`src/hw/event_irq_pkg.sv`:
```
/*
 holds register offsets, field positions, reset values and carrier structs
 for the metering event status and interrupt enable block.
 assumes a classic wishbone master with word addressing of 16-bit registers.
*/
// Contract
// - second status word at 02H, read clears
// - bit 15 sampled neutral over threshold
// - bit 14 calculated neutral over threshold
// - bit 11 voltage distortion over threshold
// - bit 10 current distortion over threshold
// - bit 9 harmonic results ready
// - bits 7..0 energy direction change flags
// - direction from energy register, resolution selectable
// - first status bit 2 phase loss
// - first enable word at 03H, reset zero
// - enable bit 10 gates checksum two error
// - enable bits 7,6 gate sequence errors
// - enable bit 3 gates voltage dip
// - enable bit 2 gates phase loss
// - second enable word at 04H, reset zero
// - enable bits 15,14 gate neutral flags
// - enable bits 11,10 gate distortion flags
// - enable bit 9 gates harmonic ready
// - enable bits 7..0 gate direction flags
// - first status bit 3 voltage dip
// - first status bits 7,6 sequence errors
`default_nettype none
package event_irq_pkg;
	// ----------------------------------------
	// register map
	// ----------------------------------------
	localparam logic [7:0] ADDR_FLAGS_FIRST = 8'h01;
	localparam logic [7:0] ADDR_FLAGS_SECOND = 8'h02;
	localparam logic [7:0] ADDR_EN_FIRST = 8'h03;
	localparam logic [7:0] ADDR_EN_SECOND = 8'h04;
	localparam logic [7:0] ADDR_MODE_FIRST = 8'h05;
	localparam logic [15:0] RESET_WORD = 16'h0000;
	localparam logic [15:0] EN_FIRST_MASK = 16'h04CC;
	localparam logic [15:0] EN_SECOND_MASK = 16'hCEFF;
	localparam logic [15:0] MODE_FIRST_MASK = 16'h0200;
	// ----------------------------------------
	// field positions
	// ----------------------------------------
	localparam int BIT_SAMPLED_NEUTRAL = 15;
	localparam int BIT_CALC_NEUTRAL = 14;
	localparam int BIT_VOLT_DIST = 11;
	localparam int BIT_CURR_DIST = 10;
	localparam int BIT_HARMONIC = 9;
	localparam int BIT_CHECKSUM_TWO = 10;
	localparam int BIT_VOLT_SEQ = 7;
	localparam int BIT_CURR_SEQ = 6;
	localparam int BIT_DIP = 3;
	localparam int BIT_PHASE_MISSING = 2;
	localparam int BIT_RESOLUTION = 9;
	localparam int DIR_CHANNELS = 8;
	// channel order 7..0: reactive sum,a,b,c then active sum,a,b,c
	localparam int ENERGY_W = 32;
	// fine step 0.01 unit, coarse 0.1 unit, in energy register lsbs
	localparam logic [ENERGY_W-1:0] STEP_FINE = 32'h0000_0001;
	localparam logic [ENERGY_W-1:0] STEP_COARSE = 32'h0000_000A;

	// ----------------------------------------
	// carriers
	// ----------------------------------------
	typedef struct packed {
		logic cyc;
		logic stb;
		logic we;
		logic [7:0] adr;
		logic [1:0] sel;
		logic [15:0] dat;
	} wb_req_t;

	typedef struct packed {
		logic ack;
		logic [15:0] dat;
	} wb_rsp_t;

	typedef struct packed {
		logic sampled_neutral_over;
		logic calc_neutral_over;
		logic voltage_distortion_over;
		logic current_distortion_over;
		logic harmonic_result_ready;
		logic checksum_two_error;
		logic voltage_sequence_error;
		logic current_sequence_error;
		logic voltage_dip_flag;
		logic phase_missing_flag;
	} det_t;

	typedef logic [DIR_CHANNELS-1:0][ENERGY_W-1:0] energy_vec_t;
endpackage
`default_nettype wire

```
`src/hw/metering_event_status_irq.sv`:
```
/*
 event status latching, read-to-clear, interrupt enable gating and
 energy direction change detection for the metering device.
 assumes detector levels and signed energy accumulators come from logic on
 clk; wishbone master is classic single cycle.
*/
// Decided for this implementation: the Wishbone register port.
`timescale 1ns/1ps
`default_nettype none
module metering_event_status_irq
	import event_irq_pkg::*;
(
	input wire logic clk,
	input wire logic nrst,
	input wire logic clk_en,
	input wire wb_req_t wb_req,
	output var wb_rsp_t wb_rsp,
	input wire det_t det,
	input wire energy_vec_t energy,
	output logic irq
);
	// ----------------------------------------
	// state
	// ----------------------------------------
	typedef struct packed {
		logic [15:0] flags_first;
		logic [15:0] flags_second;
		logic [15:0] en_first;
		logic [15:0] en_second;
		logic [15:0] mode_first;
		logic [DIR_CHANNELS-1:0] dir_neg;
		logic [DIR_CHANNELS-1:0] dir_known;
		energy_vec_t ref_val;
		logic ack;
		logic [15:0] rdat;
		logic irq;
	} state_t;

	state_t state_reg;
	state_t state_next;
	logic [DIR_CHANNELS-1:0] dir_event;
	logic [DIR_CHANNELS-1:0] dir_neg_now;
	logic [DIR_CHANNELS-1:0] dir_moved;
	logic [ENERGY_W-1:0] step;
	logic [15:0] set_first;
	logic [15:0] set_second;
	logic access;

	function automatic logic [15:0] merge(input logic [15:0] old, input logic [15:0] wd,
		input logic [1:0] sel, input logic [15:0] mask);
		logic [15:0] r;
		r = old;
		if (sel[0])
			r[7:0] = wd[7:0];
		if (sel[1])
			r[15:8] = wd[15:8];
		return r & mask;
	endfunction

	// ----------------------------------------
	// direction change detection
	// ----------------------------------------
	// only moves of at least one step count, so noise below resolution is ignored
	assign step = state_reg.mode_first[BIT_RESOLUTION] ? STEP_FINE : STEP_COARSE;

	genvar g;
	generate
		for (g = 0; g < DIR_CHANNELS; g++) begin : g_dir
			logic [ENERGY_W-1:0] diff;
			logic [ENERGY_W-1:0] mag;
			assign diff = energy[g] - state_reg.ref_val[g];
			assign dir_neg_now[g] = diff[ENERGY_W-1];
			assign mag = diff[ENERGY_W-1] ? (~diff + 32'h0000_0001) : diff;
			assign dir_moved[g] = (mag >= step);
			assign dir_event[g] = dir_moved[g] && state_reg.dir_known[g]
				&& (dir_neg_now[g] != state_reg.dir_neg[g]);
		end
	endgenerate

	// ----------------------------------------
	// event sets
	// ----------------------------------------
	always_comb begin
		set_first = RESET_WORD;
		set_first[BIT_CHECKSUM_TWO] = det.checksum_two_error;
		set_first[BIT_VOLT_SEQ] = det.voltage_sequence_error;
		set_first[BIT_CURR_SEQ] = det.current_sequence_error;
		set_first[BIT_DIP] = det.voltage_dip_flag;
		set_first[BIT_PHASE_MISSING] = det.phase_missing_flag;
		set_second = RESET_WORD;
		set_second[BIT_SAMPLED_NEUTRAL] = det.sampled_neutral_over;
		set_second[BIT_CALC_NEUTRAL] = det.calc_neutral_over;
		set_second[BIT_VOLT_DIST] = det.voltage_distortion_over;
		set_second[BIT_CURR_DIST] = det.current_distortion_over;
		set_second[BIT_HARMONIC] = det.harmonic_result_ready;
		set_second[DIR_CHANNELS-1:0] = dir_event;
	end

	assign access = wb_req.cyc && wb_req.stb && !state_reg.ack;

	// ----------------------------------------
	// next state
	// ----------------------------------------
	always_comb begin
		state_next = state_reg;
		state_next.ack = access;
		for (int i = 0; i < DIR_CHANNELS; i++) begin
			if (dir_moved[i]) begin
				state_next.ref_val[i] = energy[i];
				state_next.dir_neg[i] = dir_neg_now[i];
				state_next.dir_known[i] = 1'b1;
			end
		end
		if (access && !wb_req.we) begin
			unique case (wb_req.adr)
				ADDR_FLAGS_FIRST: state_next.rdat = state_reg.flags_first;
				ADDR_FLAGS_SECOND: state_next.rdat = state_reg.flags_second;
				ADDR_EN_FIRST: state_next.rdat = state_reg.en_first;
				ADDR_EN_SECOND: state_next.rdat = state_reg.en_second;
				ADDR_MODE_FIRST: state_next.rdat = state_reg.mode_first;
				default: state_next.rdat = RESET_WORD;
			endcase
			// read clears; a set in the same cycle wins below
			if (wb_req.adr == ADDR_FLAGS_SECOND)
				state_next.flags_second = RESET_WORD;
			if (wb_req.adr == ADDR_FLAGS_FIRST)
				state_next.flags_first = RESET_WORD;
		end
		if (access && wb_req.we) begin
			unique case (wb_req.adr)
				ADDR_EN_FIRST: state_next.en_first = merge(state_reg.en_first,
					wb_req.dat, wb_req.sel, EN_FIRST_MASK);
				ADDR_EN_SECOND: state_next.en_second = merge(state_reg.en_second,
					wb_req.dat, wb_req.sel, EN_SECOND_MASK);
				ADDR_MODE_FIRST: state_next.mode_first = merge(state_reg.mode_first,
					wb_req.dat, wb_req.sel, MODE_FIRST_MASK);
				default: begin
				end
			endcase
		end
		state_next.flags_first = state_next.flags_first | set_first;
		state_next.flags_second = state_next.flags_second | set_second;
		// bitwise gating: first enable covers bits 10,7,6,3,2; second all flags
		state_next.irq = |(state_next.flags_first & state_next.en_first
			& EN_FIRST_MASK)
			|| |(state_next.flags_second & state_next.en_second
			& EN_SECOND_MASK);
	end

	// ----------------------------------------
	// registers
	// ----------------------------------------
	always_ff @(posedge clk or negedge nrst) begin
		if (!nrst) begin
			state_reg <= '0;
		end else if (clk_en) begin
			state_reg <= state_next;
		end
	end

	assign wb_rsp.ack = state_reg.ack;
	assign wb_rsp.dat = state_reg.rdat;
	assign irq = state_reg.irq;
endmodule
`default_nettype wire

```
`config.mk`:
```
export PLATFORM = sky130hd
export DESIGN_NAME = metering_event_status_irq
export DESIGN_NICKNAME = d
export VERILOG_FILES = /design/src/hw/event_irq_pkg.sv /design/src/hw/metering_event_status_irq.sv
export SDC_FILE = /design/constraint.sdc
export NUM_CORES = 1
export LEC_CHECK = 0
export BUFFER_PORTS_ARGS = -buffer_cell sky130_fd_sc_hd__buf_2
export CORE_MARGIN = 2
export CORE_UTILIZATION = 25
export DETAILED_ROUTE_END_ITERATION = 10
export PLACE_DENSITY = 0.46
export SETUP_SLACK_MARGIN = 0.4
export SLEW_MARGIN = 5
export SYNTH_ARGS = -nofsm -noshare
export SYNTH_HDL_FRONTEND = slang
export SYNTH_SLANG_ARGS = --single-unit
export TNS_END_PERCENT = 5
```
`constraint.sdc`:
```
create_clock -name clk -period 8.25 [get_ports clk]
set_clock_uncertainty 0.2 [all_clocks]
set_input_delay 0 -clock clk [delete_from_list [all_inputs] [get_ports clk]]
set_output_delay 0 -clock clk [all_outputs]
set_load 0.05 [all_outputs]
```
==> results of run 1 <==
[cells in the final DEF, fill, tap and decap left out, types with 49 or more instances in the layout]
cell           Yosys  routed
buf_2             25     311
a211oi_1          68      68
xnor2_1          149     149
o21ai_0          294     294
or3_1             51      51
nor2b_1           54      53
inv_1            335     335
mux2_2           149     149
clkbuf_16          0      53
nand2_1          439     439
and3_1            68      68
xor2_1            88      88
dlygate4sd3_1      0     587
nor2_1           306     306
o21a_1            49      49
a31oi_1           55      55
o211ai_1          56      56
a21o_1           129     129
dfrtp_1          345     344
nand4_1           68      68
and2_1            61      60
ha_1             280     280
a21oi_1          330     330
mux2_1            67      67
nand3_1          130     130
nor3_1           134     134
[per-layer routing]
layer / global-route usage [%] / vias up / part of all wire [%]
li1: - / 19400 / -
met3: 3.02 / 164 / 4.7
met5: 0 / - / 0.15
met1: 23.5 / 18500 / 49
met4: 3.30 / 34 / 1.8
met2: 26.7 / 694 / 44
[critical path: cells and delay by family (launching register included)]
kind            cells  cell delay (ps)
compound gates      9             2990
simple gates        7             1590
fa+ha+maj           2              650
xor+xnor            2              640
buf+inv             3              480
mux                 1              350
flops               1              340
[final cells by class]
type	instances	area share [%]
multi-input cells	3906	55.4
flip-flops and latches	345	17.4
repair buffers	929	15.6
well taps	2030	5.12
clock buffers	72	3.04
inverters	335	2.53
clock inverters	26	0.950
diodes	7	0.0353
[logic make-up (layout without fill, tap and decap cells)]
logic type,count (synthesis),in the layout,synth area share [%]
flops,345,345,22.5
buf+inv,530,1362,5.85
simple gates,1594,1594,21.4
xor+xnor,238,238,5.46
fa+ha+maj,288,288,9.56
mux,280,280,8.33
compound gates,1506,1506,26.9
other cells,0,7,0
[path summary, 6_finish.rpt]
path,startpoint,end,slack (ps),cells after the start
worst max-delay path,state_reg[245],state_reg[255],870,24
worst min-delay path,energy[127],state_reg[145],40,3
worst max register to register,state_reg[245],state_reg[255],870,24
worst min register to register,state_reg[276],state_reg[276],270,1
max in group asynchronous,nrst,state_reg[32],6320,5
min in group asynchronous,nrst,state_reg[177],380,4
[through the flow]
stage | setup slack, ps | std cells | cell area (µm²) | util [%] | hold WS [ps]
after floorplan | 1860 | 4781 | 38300 | - | -496
after global placement | 891 | 6957 | 41700 | 27.4 | -157
after detailed placement | 790 | 6957 | 41700 | 27.4 | -156
after CTS | 789 | 7643 | 49600 | 32.6 | 1.92
after global routing | 414 | 7645 | 49600 | 32.6 | 17.3
final | 867 | 7650 | 49600 | 32.6 | 36.2
[power by group]
part | internal, mW | total (mW) | switching (mW)
Clock | 1.63 | 2.63 | 1.00
Combinational | 1.76 | 4.37 | 2.61
Sequential | 1.83 | 1.89 | 0.0626
==> flow_metrics.tcl, run 1 <==
set metrics [dict create \
    gp_congestion 0.849 \
    synth-seq-cells 345 \
    core_um2 152000 \
    syn_to_final_growth_pct 29.5 \
    worstSkewPairLatency_ps 670 \
    track_usage_pct 16.7 \
    drt-initial-drc-count 2399 \
    synth.avg_cell_area_um2 8.01 \
    die_y_um 396 \
    setup-tns-final_ps 0 \
    ctsResizeCount 0 \
    overflow 0 \
    drive_above_1_share_pct 13.1 \
    cp.required_ps 8590 \
    synth-seq-area-share_pct 22.5 \
    p_leak_nw 21.2 \
    syn_area_um2 38300 \
    via_per_inst 5.08 \
    synth_cells 4781 \
    clock_tree.buffer_depth 3 \
    start_kind "flip-flop" \
    nets 6156 \
    hp-class "input port to flip-flop" \
    status "completed" \
    grt_pass1_wl_um 214000 \
    arrival_ps 7720 \
    worstPathCellList "inv_1 -> ha_1 -> o211a_1 -> a21boi_1 -> o31ai_1 -> a2111oi_2 -> nor2_2 -> o31ai_2 -> a221oi_2 -> xor2_1 -> nand2_1 -> xnor2_1 -> ha_1 -> and3_1 -> a2111oi_0 -> nand3b_1 -> or4_1 -> o41ai_1 -> o2111ai_1 -> nor4_1 -> buf_4 -> nand2b_2 -> buf_12 -> mux2_1" \
    yosys_warnings 0 \
    antenna_found_initial 33 \
    maxCapViolCount 0 \
    grt_pass1_vias 37800 \
    path_class "flip-flop to flip-flop" \
    htreeDepth 2 \
    placementRows 143 \
    synth_area_leaders "dfrtp_1, ha_1, mux2_2, a21oi_1, nand2_1" \
    vdd_drop_max_v 0.000168 \
    synth_edf_count 0 \
    clock-sinks 345 \
    clock-root-buffer "clkbuf_16" \
    syn-num-nets 5367 \
    clock.fmax_mhz 135 \
    nFillCells 16200 \
    clk_pin_slew_ps 60 \
    numCtsBuffers 53 \
    ios 316 \
    yosysMostFrequentCell "nand2_1" \
    setup_viol 0 \
    maxSlewViolCount 0 \
    holdBufCountCts 588 \
    ys.flop_type "dfrtp_1" \
    synth.distinct_cells 117 \
    wl_per_cell_um 17.6 \
    min_period_over_period_pct 89.5 \
    cts_tree "done" \
    postRouteAntennaNets 0 \
    finalHoldViolations 0 \
    first_pass_iters 6 \
    rsz0062_at_grt "no" \
    cts_setup_buffers 0 \
    synth_commonest_cells "nand2_1, dfrtp_1, inv_1" \
    multi_input_area_um2 27500 \
    regArea_um2 8630 \
    synth_top_area_cell "dfrtp_1" \
    worst_pin_slew_ps 1080 \
    synth_top_area_share_pct 22.5 \
    grt_max_degree 140 \
    start_util_pct 25.2 \
    crit_path_top_delay_cell "a2111oi_2" \
    worst-path-max-fanout 33 \
    end_kind "flip-flop" \
    slowest_delay_ps 580 \
    period_minus_slack_ps 7380 \
    crit_top_cell "ha_1" \
    die_area_um2 156000 \
    die_w_um 396 \
    vias 38800 \
    dp_hpwl_um 101000 \
    synthArstFlopShare_pct 100 \
    wl_um 135000 \
    max_slew_margin_pct 28.0 \
    largest_register_ffs 309 \
    cellPowerDensity_nw_per_um2 179 \
    port_buffers 312 \
    drc 0 \
    p_total_mw 8.89 \
]
(Power assumes the default switching activity.)
==> run 2: changes to the inputs <==
PLACE_DENSITY = default   (was 0.46)
PLACE_DENSITY_LB_ADDON = 0.05   (was default)
RECOVER_POWER = 50   (was default)
clock period = 7 ns   (was 8.25 ns; I/O delays follow)
==> run 2 against run 1 <==
Effect of this change:
- the flow now finishes with violations (max-capacitance violations, max-slew violations)
- fmax is 18% higher
- setup slack worse by 130 ps
- sequential cell count stayed put
- global-route usage is 1.1 points higher
- via count is 0.63% lower
- critical path depth is 1 lower
- sequential share of layout area hardly changed
- cell area is 0.21% higher
- combinational power is 21% higher
==> flow_metrics.tcl, run 2 (synthesized netlist as in run 1, its figures left out) <==
set metrics [dict create \
    max_slew_margin_pct -85.4 \
    clock.fmax_mhz 160 \
    finalHoldViolations 0 \
    path_class "flip-flop to flip-flop" \
    slowest_delay_ps 490 \
    via_per_inst 5.03 \
    p_total_mw 10.5 \
    die_area_um2 156000 \
    cp.required_ps 7330 \
    die_w_um 396 \
    vdd_drop_max_v 0.000208 \
    start_util_pct 25.2 \
    worst-path-max-fanout 18 \
    nets 6169 \
    cts_tree "done" \
    postRouteAntennaNets 0 \
    drt-initial-drc-count 1850 \
    postLayoutCoreUtil_pct 32.7 \
    rsz0062_at_grt "yes" \
    worst_pin_slew_ps 2780 \
    violations "max-capacitance violations, max-slew violations" \
    grt_pass1_wl_um 226000 \
    overflow 0 \
    worstSkewPairLatency_ps 670 \
    numCtsBuffers 54 \
    wl_per_cell_um 18.5 \
    post-place-ws_ps 32.0 \
    final_common_cell "dlygate4sd3_1" \
    arrival_ps 6590 \
    p_leak_nw 21.2 \
    htreeDepth 2 \
    clock-sinks 345 \
    drive_above_1_share_pct 13.6 \
    setup_slack_ps 739 \
    maxSlewViolCount 351 \
    dp_hpwl_um 109000 \
    whs_ps 45.1 \
    cellPowerDensity_nw_per_um2 212 \
    clock-root-buffer "clkbuf_16" \
    clk_pin_slew_ps 60 \
    maxCapViolCount 5 \
    ios 316 \
    status "finished with violations" \
    drc 0 \
    start_kind "flip-flop" \
    gp_congestion 0.821 \
    crit_path_top_delay_cell "a221oi_1" \
    min_period_over_period_pct 89.4 \
    hp-class "input port to flip-flop" \
    period_minus_slack_ps 6260 \
    track_usage_pct 17.8 \
    grt_max_degree 99 \
    clock_tree.buffer_depth 3 \
    syn_to_final_growth_pct 29.8 \
    setup_viol 0 \
    largest_register_ffs 309 \
    die_y_um 396 \
    antenna_found_initial 28 \
    final_cell_mix "dlygate4sd3_1, nand2_1, dfrtp_1" \
    wl_um 142000 \
    first_pass_iters 5 \
    vias 38600 \
    end_kind "flip-flop" \
    worstPathCellList "inv_1 -> ha_1 -> a21oi_1 -> o21ai_1 -> a221oi_1 -> and3_1 -> a211o_1 -> a211oi_1 -> a211o_2 -> nand2_1 -> o21ai_0 -> ha_1 -> and3_1 -> a21o_1 -> or4_1 -> nor3_1 -> nand4_1 -> o41ai_1 -> nand4_1 -> a2111oi_2 -> nand2b_2 -> buf_4 -> mux2_1" \
    core_um2 152000 \
    port_buffers 312 \
    grt_pass1_vias 38600 \
    placementRows 143 \
    setup-tns-final_ps 0 \
]
[run 2: cell count changes in the layout (fill, tap and decap cells not counted), sizes merged]
cell and change:
buf +10, clkbuf +26, clkinv +1, clkinvlp +1, dlygate4sd3 -22, inv -2
[run 2: per-layer routing]
metal	wire length, µm	global-route usage, %	up-vias
li1	-	-	19500
met1	70900	25.4	18400
met2	63500	28.6	521
met3	5250	2.48	127
met4	2300	3.39	30
met5	170	0	-
[run 2: layout make-up]
class / count / area, µm²
Antenna cell: 7 / 17.5
Clock buffer: 74 / 1510
Inverter: 335 / 1260
Multi-Input combinational cell: 3906 / 27600
Timing Repair Buffer: 941 / 7720
Clock inverter: 26 / 440
Fill cell: 16500 / 102000
Tap cell: 2030 / 2540
Sequential cell: 345 / 8630
[run 2: what timing repair did]
action                     CTS  global route
gates resized for setup      5            26
pin swaps                    1             5
hold endpoints to repair   601             0
buffers inserted             0             3
setup endpoints to repair   36           132
hold buffers               566             0
[run 2: power by group]
| group | internal, mW | total [mW] | switching (mW) |
|---|---|---|---|
| Sequential | 2.16 | 2.23 | 0.0731 |
| Combinational | 2.10 | 5.28 | 3.18 |
| Clock | 1.90 | 3.04 | 1.13 |
| Total | 6.16 | 10.5 | 4.38 |
[run 2: stage by stage]
| step | instance area (µm²) | instances |
|---|---|---|
| after floorplan | 38300 | 4781 |
| after global placement | 42000 | 6988 |
| after detailed placement | 42000 | 6988 |
| after CTS | 49700 | 7654 |
| after global routing | 49700 | 7658 |
| final | 49700 | 7664 |
[run 2: path summary, 6_finish.rpt]
kind	from	endpoint	slack [ps]	cells after the start
min in group asynchronous	nrst	state_reg[159]	1370	4
worst min-delay path	wb_req[5]	irq	50	7
max in group asynchronous	nrst	state_reg[67]	1840	5
worst min register to register	state_reg[276]	state_reg[276]	260	1
worst max-delay path	state_reg[94]	state_reg[98]	740	23
worst max register to register	state_reg[94]	state_reg[98]	740	23
[run 2: worst max-delay path, delay by kind of cell (launching register included)]
| kind | cells | cell delay [ps] |
|---|---|---|
| flops | 1 | 350 |
| buf+inv | 2 | 360 |
| fa+ha+maj | 2 | 610 |
| simple gates | 8 | 1630 |
| compound gates | 10 | 2630 |
| mux | 1 | 350 |
